<file path="src/common/atcfg_pkg.sv">
package atcfg_pkg;
   // command codes presented by the upstream text parser
   typedef enum logic [3:0] {
      CMD_ATTENTION,
      CMD_RESET,
      CMD_FACTORY,
      CMD_SECURITY_SET,
      CMD_PIN_SET,
      CMD_NAME_SET,
      CMD_LOW_POWER_SET,
      CMD_CONNECT,
      CMD_FIRMWARE_UPDATE,
      CMD_SETTINGS_DUMP,
      CMD_SETTING_READ,
      CMD_SETTING_WRITE,
      CMD_PENDING_ABORT,
      CMD_ESCAPE,
      CMD_RETURN_ONLINE,
      CMD_SIGNAL_STRENGTH
   } atcfg_cmd_type;

   // link status
   typedef enum logic [1:0] {
      LINK_STANDBY,
      LINK_PENDING,
      LINK_CONNECT
   } atcfg_link_type;

   // answer kinds
   typedef enum logic [2:0] {
      RSP_NONE,
      RSP_OK,
      RSP_ERROR,
      RSP_VALUE,
      RSP_DUMP_PAIR,
      RSP_GARBAGE
   } atcfg_rsp_type;

   // apb register byte offsets
   localparam logic [7:0] OFS_CMD = 8'h00;
   localparam logic [7:0] OFS_ARG = 8'h04;
   localparam logic [7:0] OFS_RSP = 8'h08;
   localparam logic [7:0] OFS_CFG = 8'h0c;
   localparam logic [7:0] OFS_STATUS = 8'h10;
   localparam logic [7:0] OFS_IRQ_STAT = 8'h14;
   localparam logic [7:0] OFS_IRQ_MASK = 8'h18;
   localparam logic [7:0] OFS_NAME_LEN = 8'h1c;

   // setting register file
   localparam int SETTING_COUNT = 47;
   localparam int SETTING_AW = 6;
   localparam logic [5:0] IDX_LOW_POWER = 6'h06;
   localparam logic [5:0] IDX_RESPONSE_ENABLE = 6'h0a;
   localparam logic [7:0] RESPONSE_ENABLE_RESET = 8'h01;
   localparam logic [7:0] LOW_POWER_RESET = 8'h00;
   localparam int NAME_MAX = 30;

   // field positions
   localparam int ARG_IDX_LSB = 8;
   localparam int ARG_AUTH_BIT = 0;
   localparam int ARG_ENCR_BIT = 1;
   localparam int ST_AUTH_BIT = 0;
   localparam int ST_ENCR_BIT = 1;
   localparam int ST_DFU_BIT = 2;
   localparam int ST_LPM_BIT = 3;
   localparam int ST_BUSY_BIT = 4;
   localparam int IRQ_RSP_BIT = 0;
   localparam int IRQ_ERR_BIT = 1;
   localparam logic [7:0] GARBAGE_BYTE = 8'ha5;

   // low power wake-up time
   localparam int WAKE_MS = 2000;
   localparam int CLK_MHZ = 200;
   localparam longint WAKE_CYCLES = longint'(WAKE_MS) * 1000 * CLK_MHZ;
endpackage

</file>
<file path="src/hdl/atcfg_sticky.sv">
`timescale 1ns/1ps
// sticky flag: set wins over clear
module atcfg_sticky (
   input wire logic clk,
   input wire logic srst,
   input wire logic set,
   input wire logic clr,
   output logic q
);
   logic q_reg;
   logic q_next;
   always_comb begin
      q_next = q_reg;
      if (clr) begin
         q_next = 1'b0;
      end
      if (set) begin
         q_next = 1'b1;
      end
   end
   always_ff @(posedge clk) begin
      if (srst) begin
         q_reg <= 1'b0;
      end else begin
         q_reg <= q_next;
      end
   end
   assign q = q_reg;
endmodule

</file>
<file path="src/hdl/atcfg_interp.sv">
// Register access over APB and the placing of the registers were decided locally.
`timescale 1ns/1ps
module atcfg_interp #(
   parameter longint WAKE_CYC = atcfg_pkg::WAKE_CYCLES,
   parameter logic [46:0] PROTECT_MASK = 47'h0000_0000_0000
) (
   input wire logic REF_CLK,
   input wire logic SRST,
   input wire logic PSEL,
   input wire logic PENABLE,
   input wire logic PWRITE,
   input wire logic [7:0] PADDR,
   input wire logic [31:0] PWDATA,
   output logic [31:0] PRDATA,
   output logic PREADY,
   output logic PSLVERR,
   input wire logic [1:0] LINK_STATUS,
   input wire logic DATA_ACTIVE,
   output logic LOW_POWER,
   output logic IRQ
);
   // the dump walker needs one index past the last setting
   if (WAKE_CYC < 1 || atcfg_pkg::SETTING_COUNT >= (1 << atcfg_pkg::SETTING_AW)) begin : g_bad_param
      $error("wake count or setting count out of range");
   end

   // ======================================================
   // apb slave
   logic [31:0] prdata_reg, prdata_next;
   logic pready_reg, pready_next;
   logic pslverr_reg, pslverr_next;
   logic [31:0] arg_reg, arg_next;
   logic [4:0] name_len_reg, name_len_next;
   logic [3:0] mask_reg, mask_next;
   logic cmd_go;
   logic stat_rd;
   logic [1:0] link_s1_reg, link_s2_reg;
   logic act_s1_reg, act_s2_reg;
   logic [3:0] cmd_code;
   logic [31:0] status_word;
   logic [3:0] irq_flags;
   logic [7:0] rsp_data_reg, rsp_data_next;
   logic [2:0] rsp_kind_reg, rsp_kind_next;
   logic rsp_valid_reg, rsp_valid_next;

   wire apb_acc = PSEL && PENABLE && !pready_reg;

   always_comb begin
      prdata_next = prdata_reg;
      pready_next = 1'b0;
      pslverr_next = 1'b0;
      arg_next = arg_reg;
      mask_next = mask_reg;
      cmd_go = 1'b0;
      cmd_code = PWDATA[3:0];
      stat_rd = 1'b0;
      if (apb_acc) begin
         pready_next = 1'b1;
         prdata_next = 32'h0000_0000;
         if (PWRITE) begin
            if (PADDR == atcfg_pkg::OFS_CMD) begin
               cmd_go = 1'b1;
            end else if (PADDR == atcfg_pkg::OFS_ARG) begin
               arg_next = PWDATA;
            end else if (PADDR == atcfg_pkg::OFS_IRQ_MASK) begin
               mask_next = PWDATA[3:0];
            end else if (PADDR != atcfg_pkg::OFS_CFG) begin
               pslverr_next = 1'b1;
            end
         end else begin
            if (PADDR == atcfg_pkg::OFS_ARG) begin
               prdata_next = arg_reg;
            end else if (PADDR == atcfg_pkg::OFS_RSP) begin
               prdata_next = {20'h00000, rsp_valid_reg, rsp_kind_reg, rsp_data_reg};
            end else if (PADDR == atcfg_pkg::OFS_STATUS) begin
               prdata_next = status_word;
            end else if (PADDR == atcfg_pkg::OFS_IRQ_STAT) begin
               prdata_next = {28'h0000000, irq_flags};
               stat_rd = 1'b1;
            end else if (PADDR == atcfg_pkg::OFS_IRQ_MASK) begin
               prdata_next = {28'h0000000, mask_reg};
            end else if (PADDR == atcfg_pkg::OFS_NAME_LEN) begin
               prdata_next = {27'h0000000, name_len_reg};
            end else if (PADDR != atcfg_pkg::OFS_CFG) begin
               pslverr_next = 1'b1;
            end
         end
      end
   end

   // ======================================================
   // interpreter
   logic [7:0] setting_reg [atcfg_pkg::SETTING_COUNT];
   logic auth_reg, auth_next;
   logic encr_reg, encr_next;
   logic dfu_reg, dfu_next;
   logic busy_reg, busy_next;
   logic [5:0] dump_idx_reg, dump_idx_next;
   logic wr_en;
   logic [5:0] wr_idx;
   logic [7:0] wr_val;
   logic err_ev, rsp_ev;
   atcfg_pkg::atcfg_link_type link;
   logic allowed;
   logic [5:0] arg_idx;
   logic resp_on;

   assign link = atcfg_pkg::atcfg_link_type'(link_s2_reg);
   assign arg_idx = arg_reg[atcfg_pkg::ARG_IDX_LSB +: atcfg_pkg::SETTING_AW];
   assign resp_on = setting_reg[atcfg_pkg::IDX_RESPONSE_ENABLE] != 8'h00;

   always_comb begin
      allowed = 1'b0;
      case (atcfg_pkg::atcfg_cmd_type'(cmd_code))
         atcfg_pkg::CMD_ATTENTION, atcfg_pkg::CMD_RESET, atcfg_pkg::CMD_FACTORY,
         atcfg_pkg::CMD_FIRMWARE_UPDATE: begin
            allowed = link != atcfg_pkg::LINK_CONNECT;
         end
         atcfg_pkg::CMD_PENDING_ABORT: begin
            allowed = link == atcfg_pkg::LINK_PENDING;
         end
         atcfg_pkg::CMD_ESCAPE, atcfg_pkg::CMD_RETURN_ONLINE, atcfg_pkg::CMD_SIGNAL_STRENGTH: begin
            allowed = link == atcfg_pkg::LINK_CONNECT;
         end
         default: begin
            allowed = link == atcfg_pkg::LINK_STANDBY;
         end
      endcase
   end

   always_comb begin
      auth_next = auth_reg;
      encr_next = encr_reg;
      dfu_next = dfu_reg;
      busy_next = busy_reg;
      dump_idx_next = dump_idx_reg;
      rsp_data_next = rsp_data_reg;
      rsp_kind_next = rsp_kind_reg;
      rsp_valid_next = rsp_valid_reg;
      name_len_next = name_len_reg;
      wr_en = 1'b0;
      wr_idx = arg_idx;
      wr_val = arg_reg[7:0];
      err_ev = 1'b0;
      rsp_ev = 1'b0;
      if (dfu_reg) begin
         rsp_kind_next = atcfg_pkg::RSP_GARBAGE;
         rsp_data_next = atcfg_pkg::GARBAGE_BYTE;
         rsp_valid_next = 1'b1;
      end else if (busy_reg) begin
         // dump walks one pair per cycle, then OK
         rsp_ev = 1'b1;
         if (dump_idx_reg == 6'(atcfg_pkg::SETTING_COUNT)) begin
            rsp_kind_next = atcfg_pkg::RSP_OK;
            busy_next = 1'b0;
         end else begin
            rsp_kind_next = atcfg_pkg::RSP_DUMP_PAIR;
            rsp_data_next = setting_reg[dump_idx_reg];
            dump_idx_next = dump_idx_reg + 6'h01;
         end
      end else if (cmd_go) begin
         rsp_ev = 1'b1;
         rsp_kind_next = atcfg_pkg::RSP_OK;
         rsp_data_next = 8'h00;
         if (!allowed) begin
            rsp_kind_next = atcfg_pkg::RSP_ERROR;
            err_ev = 1'b1;
         end else begin
            case (atcfg_pkg::atcfg_cmd_type'(cmd_code))
               atcfg_pkg::CMD_SECURITY_SET: begin
                  auth_next = arg_reg[atcfg_pkg::ARG_AUTH_BIT];
                  encr_next = arg_reg[atcfg_pkg::ARG_ENCR_BIT];
               end
               atcfg_pkg::CMD_NAME_SET: begin
                  if (arg_reg[7:0] > 8'(atcfg_pkg::NAME_MAX)) begin
                     rsp_kind_next = atcfg_pkg::RSP_ERROR;
                     err_ev = 1'b1;
                  end else begin
                     name_len_next = arg_reg[4:0];
                  end
               end
               atcfg_pkg::CMD_LOW_POWER_SET: begin
                  wr_en = 1'b1;
                  wr_idx = atcfg_pkg::IDX_LOW_POWER;
                  wr_val = {7'h00, arg_reg[0]};
               end
               atcfg_pkg::CMD_FIRMWARE_UPDATE: begin
                  dfu_next = 1'b1;
               end
               atcfg_pkg::CMD_SETTINGS_DUMP: begin
                  busy_next = 1'b1;
                  dump_idx_next = 6'h00;
                  rsp_ev = 1'b0;
                  rsp_kind_next = rsp_kind_reg;
               end
               atcfg_pkg::CMD_SETTING_READ: begin
                  if (arg_idx >= 6'(atcfg_pkg::SETTING_COUNT)) begin
                     rsp_kind_next = atcfg_pkg::RSP_ERROR;
                     err_ev = 1'b1;
                  end else begin
                     rsp_kind_next = atcfg_pkg::RSP_VALUE;
                     rsp_data_next = setting_reg[arg_idx];
                  end
               end
               atcfg_pkg::CMD_SETTING_WRITE: begin
                  if (arg_idx >= 6'(atcfg_pkg::SETTING_COUNT) || PROTECT_MASK[arg_idx]) begin
                     rsp_kind_next = atcfg_pkg::RSP_ERROR;
                     err_ev = 1'b1;
                  end else begin
                     wr_en = 1'b1;
                  end
               end
               default: begin
               end
            endcase
         end
      end
      if (rsp_ev) begin
         rsp_valid_next = resp_on;
      end
   end

   // ======================================================
   // low power and wake latency
   logic lpm_reg, lpm_next;
   logic [63:0] wake_cnt_reg, wake_cnt_next;
   always_comb begin
      lpm_next = lpm_reg;
      wake_cnt_next = wake_cnt_reg;
      if (setting_reg[atcfg_pkg::IDX_LOW_POWER][0] && !act_s2_reg && !lpm_reg) begin
         lpm_next = 1'b1;
      end else if (lpm_reg && (act_s2_reg || !setting_reg[atcfg_pkg::IDX_LOW_POWER][0])) begin
         // wake is slow on purpose; the host must hold data off until it ends
         if (wake_cnt_reg == 64'(WAKE_CYC - 1)) begin
            lpm_next = 1'b0;
            wake_cnt_next = 64'h0;
         end else begin
            wake_cnt_next = wake_cnt_reg + 64'h1;
         end
      end
   end

   assign status_word = {27'h0000000, busy_reg, lpm_reg, dfu_reg, encr_reg, auth_reg};

   // ======================================================
   // interrupt flags
   atcfg_sticky u_rsp_flag (
      .clk(REF_CLK), .srst(SRST), .set(rsp_ev), .clr(stat_rd), .q(irq_flags[atcfg_pkg::IRQ_RSP_BIT]));
   atcfg_sticky u_err_flag (
      .clk(REF_CLK), .srst(SRST), .set(err_ev), .clr(stat_rd), .q(irq_flags[atcfg_pkg::IRQ_ERR_BIT]));
   assign irq_flags[3:2] = 2'b00;
   logic irq_reg;

   // ======================================================
   // registers
   always_ff @(posedge REF_CLK) begin
      link_s1_reg <= LINK_STATUS;
      link_s2_reg <= link_s1_reg;
      act_s1_reg <= DATA_ACTIVE;
      act_s2_reg <= act_s1_reg;
      if (SRST) begin
         prdata_reg <= 32'h0000_0000;
         pready_reg <= 1'b0;
         pslverr_reg <= 1'b0;
         arg_reg <= 32'h0000_0000;
         mask_reg <= 4'h0;
         auth_reg <= 1'b0;
         encr_reg <= 1'b0;
         dfu_reg <= 1'b0;
         busy_reg <= 1'b0;
         dump_idx_reg <= 6'h00;
         rsp_data_reg <= 8'h00;
         rsp_kind_reg <= 3'h0;
         rsp_valid_reg <= 1'b0;
         name_len_reg <= 5'h00;
         lpm_reg <= 1'b0;
         wake_cnt_reg <= 64'h0;
         irq_reg <= 1'b0;
         // hardware reset is the only thing that clears settings
         for (int i = 0; i < atcfg_pkg::SETTING_COUNT; i++) begin
            setting_reg[i] <= 8'h00;
         end
         setting_reg[atcfg_pkg::IDX_RESPONSE_ENABLE] <= atcfg_pkg::RESPONSE_ENABLE_RESET;
         setting_reg[atcfg_pkg::IDX_LOW_POWER] <= atcfg_pkg::LOW_POWER_RESET;
      end else begin
         prdata_reg <= prdata_next;
         pready_reg <= pready_next;
         pslverr_reg <= pslverr_next;
         arg_reg <= arg_next;
         mask_reg <= mask_next;
         auth_reg <= auth_next;
         encr_reg <= encr_next;
         dfu_reg <= dfu_next;
         busy_reg <= busy_next;
         dump_idx_reg <= dump_idx_next;
         rsp_data_reg <= rsp_data_next;
         rsp_kind_reg <= rsp_kind_next;
         rsp_valid_reg <= rsp_valid_next;
         name_len_reg <= name_len_next;
         lpm_reg <= lpm_next;
         wake_cnt_reg <= wake_cnt_next;
         irq_reg <= |(irq_flags & mask_reg);
         if (wr_en) begin
            setting_reg[wr_idx] <= wr_val;
         end
      end
   end

   assign PRDATA = prdata_reg;
   assign PREADY = pready_reg;
   assign PSLVERR = pslverr_reg;
   assign LOW_POWER = lpm_reg;
   assign IRQ = irq_reg;

   // ======================================================
   // checks
   AST_SEC_DEFAULT: assert property (@(posedge REF_CLK) $fell(SRST) |-> !auth_reg && !encr_reg)
      else $error("security flags not cleared");
   AST_SEC_STORE: assert property (@(posedge REF_CLK) disable iff (SRST)
      cmd_go && allowed && !busy_reg && !dfu_reg && cmd_code == 4'(atcfg_pkg::CMD_SECURITY_SET)
      |=> auth_reg == $past(arg_reg[atcfg_pkg::ARG_AUTH_BIT]))
      else $error("auth flag not stored");
   AST_NAME_LIMIT: assert property (@(posedge REF_CLK) disable iff (SRST)
      name_len_reg <= 5'(atcfg_pkg::NAME_MAX))
      else $error("name too long");
   AST_DFU_GARBAGE: assert property (@(posedge REF_CLK) disable iff (SRST)
      dfu_reg |=> rsp_kind_reg == 3'(atcfg_pkg::RSP_GARBAGE))
      else $error("dfu not emitting garbage");
   AST_WRITE_PROT: assert property (@(posedge REF_CLK) disable iff (SRST)
      cmd_go && !busy_reg && !dfu_reg && allowed && cmd_code == 4'(atcfg_pkg::CMD_SETTING_WRITE)
      && arg_idx < 6'(atcfg_pkg::SETTING_COUNT) && PROTECT_MASK[arg_idx]
      |=> rsp_kind_reg == 3'(atcfg_pkg::RSP_ERROR))
      else $error("protected write not refused");
   AST_ABORT_PEND: assert property (@(posedge REF_CLK) disable iff (SRST)
      cmd_go && !busy_reg && !dfu_reg && cmd_code == 4'(atcfg_pkg::CMD_PENDING_ABORT)
      && link != atcfg_pkg::LINK_PENDING |=> rsp_kind_reg == 3'(atcfg_pkg::RSP_ERROR))
      else $error("abort outside pending");
   AST_REJECT: assert property (@(posedge REF_CLK) disable iff (SRST)
      cmd_go && !allowed && !busy_reg && !dfu_reg |=> rsp_kind_reg == 3'(atcfg_pkg::RSP_ERROR)
      && rsp_valid_reg == $past(resp_on))
      else $error("invalid command not refused");
   AST_SILENT: assert property (@(posedge REF_CLK) disable iff (SRST)
      rsp_ev && !resp_on && !dfu_reg |=> !rsp_valid_reg)
      else $error("response not suppressed");
   AST_CONN_ONLY: assert property (@(posedge REF_CLK) disable iff (SRST)
      cmd_go && !busy_reg && !dfu_reg && cmd_code == 4'(atcfg_pkg::CMD_SIGNAL_STRENGTH)
      && link != atcfg_pkg::LINK_CONNECT |=> rsp_kind_reg == 3'(atcfg_pkg::RSP_ERROR))
      else $error("connected-only accepted offline");
   AST_UNCONN: assert property (@(posedge REF_CLK) disable iff (SRST)
      cmd_go && !busy_reg && !dfu_reg && cmd_code == 4'(atcfg_pkg::CMD_NAME_SET)
      && link != atcfg_pkg::LINK_STANDBY |=> rsp_kind_reg == 3'(atcfg_pkg::RSP_ERROR) && $stable(name_len_reg))
      else $error("unconnected-only accepted");
   COV_DUMP: cover property (@(posedge REF_CLK) busy_reg ##1 !busy_reg);
   COV_DFU: cover property (@(posedge REF_CLK) $rose(dfu_reg));
   COV_WAKE: cover property (@(posedge REF_CLK) $fell(lpm_reg));
   COV_IRQ: cover property (@(posedge REF_CLK) $rose(irq_reg));
endmodule

</file>
<file path="config.mk">
export PLATFORM = sky130hd
export DESIGN_NAME = atcfg_interp
export DESIGN_NICKNAME = d
export VERILOG_FILES = /design/src/common/atcfg_pkg.sv /design/src/hdl/atcfg_sticky.sv /design/src/hdl/atcfg_interp.sv
export SDC_FILE = /design/constraint.sdc
export NUM_CORES = 1
export LEC_CHECK = 0
export BUFFER_PORTS_ARGS = -buffer_cell sky130_fd_sc_hd__buf_2
export CELL_PAD_IN_SITES_DETAIL_PLACEMENT = 1
export CELL_PAD_IN_SITES_GLOBAL_PLACEMENT = 1
export CORE_ASPECT_RATIO = 1.5
export CORE_MARGIN = 2
export CORE_UTILIZATION = 53
export DETAILED_ROUTE_END_ITERATION = 16
export PLACE_DENSITY_LB_ADDON = 0.1
export SETUP_SLACK_MARGIN = 0.1
export SLEW_MARGIN = 20
export SYNTH_ARGS = -nofsm -noshare
export SYNTH_HDL_FRONTEND = slang
export SYNTH_HIERARCHICAL = 1
export SYNTH_SLANG_ARGS = --single-unit
</file>
<file path="constraint.sdc">
create_clock -name REF_CLK -period 4.3 [get_ports REF_CLK]
set_input_delay 0.43 -clock REF_CLK [delete_from_list [all_inputs] [get_ports REF_CLK]]
set_output_delay 0.43 -clock REF_CLK [all_outputs]
set_load 0.01 [all_outputs]
</file>
Word-level counts from Yosys, hierarchy flattened. Memory sizes are Yosys's and may differ from the RTL's. A register that Yosys moved wholly into a read port is not among the register bits. Index checks and enable logic that the tools add are counted. Widths: inputs -> output; s select.

Word-level logic and storage cells: 227. Memory bits (writable): 376. Bits in registers: 171. Memory bits (read-only): 64. Memories: 2. Input port bits: 48. Output and inout bits: 36.

$add $sub $neg: 2. Bitwise logic cells: 10. Multiplexer cells: 115. Eq/ne operators: 29. Reduce and logical (&&, ||, !) cells: 41. Order comparisons: 3.

Memories: setting_reg (words 47, bits a word 8, read ports 4, clocked after Yosys merged registers in 2, wr ports 47, RTL line atcfg_interp.sv:93) `logic [7:0] setting_reg [atcfg_pkg::SETTING_COUNT];`; (no name shown) (words 64, bits a word 1, read ports 1, clocked after Yosys merged registers in 1, wr ports 0, RTL line atcfg_interp.sv:206) `if (arg_idx >= 6'(atcfg_pkg::SETTING_COUNT) || PROTECT_MASK[arg_idx]) begin`.

Operators with widths (count): $mux 8 (15); $mux 6 (17); $add 64x1->64 const B (1); $eq 64x29->1 const B (1); $mux 1 (64); $mux 32 (2); $mux 64 (1); $eq 4x4->1 const B (8); $eq 8x5->1 const B (4); $mux 5 (4); $reduce_bool 2->1 (8); $mux 3 (5); $reduce_and 5->1 (3); $mux 12 (1); $pmux 3 s4 (1); $reduce_and 2->1 (6); $eq 4x2->1 const B (2); $eq 4x3->1 const B (2); $eq 8x3->1 const B (1); $eq 8x4->1 const B (1); $gt 8x5->1 const B (1); $logic_not 8->1 (1); $ne 8x4->1 const B (1); $reduce_bool 8->1 (1); other kinds (28) (49).

Logic depth before layout (Yosys ltp).
Depth in word-level cells: 14. Depth in mapped cells: 10. Mapped depth without buffers: 8.

Modules after synthesis. Netlist, hierarchy kept.

By module, submodules not included: atcfg_interp (times used 1, seq. area each 18918.1 µm², cells an instance 2601, area an instance 33917.5 µm²); atcfg_sticky (times used 2, seq. area each 20.0 µm², cells an instance 4, area an instance 38.8 µm²).

Least setup slack after synthesis. Ideal clock, no wire load.

Kind: input -> register. From: in PWDATA[3]. To: mem setting_reg[37][0] (enable). Arrival: 3215 ps. Slack: 701 ps. Cell stages on the path: 8. Required time: 3916 ps. Buffers on the path: 3. Setup time: 384 ps. Path through: buf_2 > maj3_1 > o211a_1 > or4_1 > buf_4 > or4_1 > clkbuf_1 > o21ai_0.

RTL lines: start: declaration (RTL line atcfg_interp.sv:13) `input wire logic [31:0] PWDATA,`; end: declaration (RTL line atcfg_interp.sv:93).

==> qor.yml <==
via_count: 24918
wl_per_cell_um: 32.2
leakage_uw: 0.0123
setup_viol: 0
cpPeakStageDelay_ns: 0.72
maxCapViolCount: 0
wl_um: 119000
outcome: "complete, no violations"
htree_levels: 3
final.min_clock_period_ns: 3.78
overflow: 0
grt_pass1_vias: 26202
critPathSlowestCell: "or4_1"
ctsResizeCount: 0
drv_slew: 0
largest_register_ff_count: 512
fin_tns_setup_ns: 0
die_area_sq_um: 66200
clockBufferDepth: 3
cp_common_cell: "or4_1"
crit_fanout: 8
synth_common_cells: "504 x edfxtp_1, 438 x nor2_1, 287 x mux4_2"
antennaDiodeCount: 0
fin_worst_skew_ns: 0.0256
synth_seq_cells: 695
clock_latency_ns: 0.65
synth_cell_types: 77
start_util: 0.537
final_util: 0.607
synth.top_cell.area_share: 0.445
io_pins: 84
place_inst: 3559
cp-end-kind: "flip-flop"
synthTopCellsByArea: "edfxtp_1 45%, mux4_2 19%, dfxtp_1 11%"
layout.nets: 2881
grt_use_total: 0.365
layout-drive-gt1-share: 0.232
path_class: "flip-flop to flip-flop"
rsz0062_at_grt: "no"
drc: 0
die_y_um: 314
critPathRequiredTime_ns: 4.60
vias_per_cell: 6.75
ant_nets: 0
power.density_nw_per_um2: 368
vdd_drop_max_v: 0.000334
cts-root-buf: "clkbuf_16"
fin_crit_sh: 0.879
port_buffers: 83
core_area_sq_um: 63300
yosysMostFrequentCell: "edfxtp_1"
drt_iter0_markers: 2951
netlist_instances: 2609
synth_edf_count: 504
worst_setup_path_start_kind: "flip-flop"
synth_top_area_cell: "edfxtp_1"
seqCellArea_sq_um: 19000
cts.sinks: 695
ys_seq_area_frac: 0.558
path_cells: "or4b_1 -> o211a_1 -> or4_1 -> buf_4 -> or4_1 -> nand2b_1 -> nand2_1"
fin_cells: 3690
synth_area_sq_um: 34000
cts_made_buffers: 70
drt_first_pass_iters: 7
syn_to_final_growth_pct: 13.1
yosysWarnings: 6
grt_max_degree: 75
slew_headroom: 0.293
worstMarginPinSlew_ns: 1.06
ys.flop_type: "edfxtp_1"
hold_viol_final: 0
fp-row-count: 113
worstHoldPathType: "input port to flip-flop"
grt_pass1_wl_um: 173000
synth.avg_cell_area_sq_um: 13.0
fmax_mhz: 265
die_x_um: 211
antenna_found_initial: 3
gp_congestion: 1.02
arrival_ns: 4.08
dp_hpwl_um: 85000
fill_cells: 6250
multi_input_area_sq_um: 14600
cts.clk_slew.worst_paths_ns: 0.06
async_flop_share: 0
cts_tree: "done"
path summary, 6_finish.rpt:
kind	endpoint	cells after the start	slack [ns]	start
worst max-delay path	setting_reg[34][7]	7	0.52	link[1]
worst min-delay path	arg_reg[17]	3	0.04	PWDATA[17]
worst max register to register	setting_reg[34][7]	7	0.52	link[1]
worst min register to register	link[0]	0	0.34	link_s1_reg[0]
cell usage in the layout (no fill, tap or decap), types with 29 or more instances in the layout:
master | netlist | final
xnor2_1 | 35 | 35
nand2_1 | 204 | 203
dfxtp_1 | 191 | 182
nor4_1 | 32 | 32
buf_2 | 31 | 82
o21ai_0 | 38 | 35
nand4_1 | 29 | 29
conb_1 | 1 | 136
a22oi_1 | 54 | 54
edfxtp_1 | 504 | 504
clkbuf_16 | 0 | 75
mux4_2 | 287 | 287
buf_4 | 6 | 123
a21oi_1 | 83 | 83
mux2i_1 | 44 | 44
nor2_1 | 438 | 435
nor3_1 | 109 | 109
nand3_1 | 49 | 49
per-layer routing:
metal | track usage | part of all wire | wire length [um]
met4 | 0.266 | 0.084 | 10000
met5 | 0 | 0.00019 | 23
met1 | 0.417 | 0.33 | 39700
met3 | 0.0609 | 0.083 | 9850
met2 | 0.620 | 0.50 | 59200
kinds of logic (layout without fill, tap and decap cells):
| kind of cell | count (synthesis) | count (layout) | share of synthesized area |
|---|---|---|---|
| simple gates | 1003 | 1003 | 0.139 |
| mux | 341 | 341 | 0.206 |
| compound gates | 271 | 271 | 0.0524 |
| other cells | 1 | 136 | 0.000110 |
| fa+ha+maj | 5 | 5 | 0.00177 |
| flops | 695 | 695 | 0.558 |
| buf+inv | 237 | 378 | 0.0284 |
| xor+xnor | 56 | 56 | 0.0144 |
cell type report:
type,count,area share
inverter,33,0.00322
tap,805,0.0262
sequential,695,0.494
multi-input combinational,1812,0.380
clock inverter,30,0.00582
clock buffer,98,0.0515
timing repair buffer,217,0.0401
critical path: cells and delay by family, from the launching register on:
family | cells | cell delay (ns)
AND/OR/NAND/NOR | 5 | 2.60
flip-flops | 1 | 0.36
buffers and inverters | 1 | 0.29
AO/OA/AOI/OAI | 1 | 0.18
metrics by stage:
step | area [sq um] | total power (uW) | setup WS, ns | hold slack (ns)
after detailed placement | 36200 | 8180 | 0.228 | 0.322
final | 38500 | 14100 | 0.521 | 0.0408
after CTS | 38500 | 14200 | 0.525 | 0.0225
after global placement | 36200 | 8140 | 0.334 | 0.313
after floorplan | 34500 | 7900 | 0.701 | 0.310
after global routing | 38500 | 14400 | 0.431 | 0.0528
power breakdown:
part	total (uW)	switching (uW)	leakage (uW)	internal, uW
registers	7520	148	0.00644	7380
clock network	6060	2700	0.00107	3360
logic	552	332	0.00481	219
timing repair:
action	CTS	global route
hold endpoints to repair	3	0
buffers inserted	0	0
hold buffers	3	0
Power figures use the tool's default switching activity.
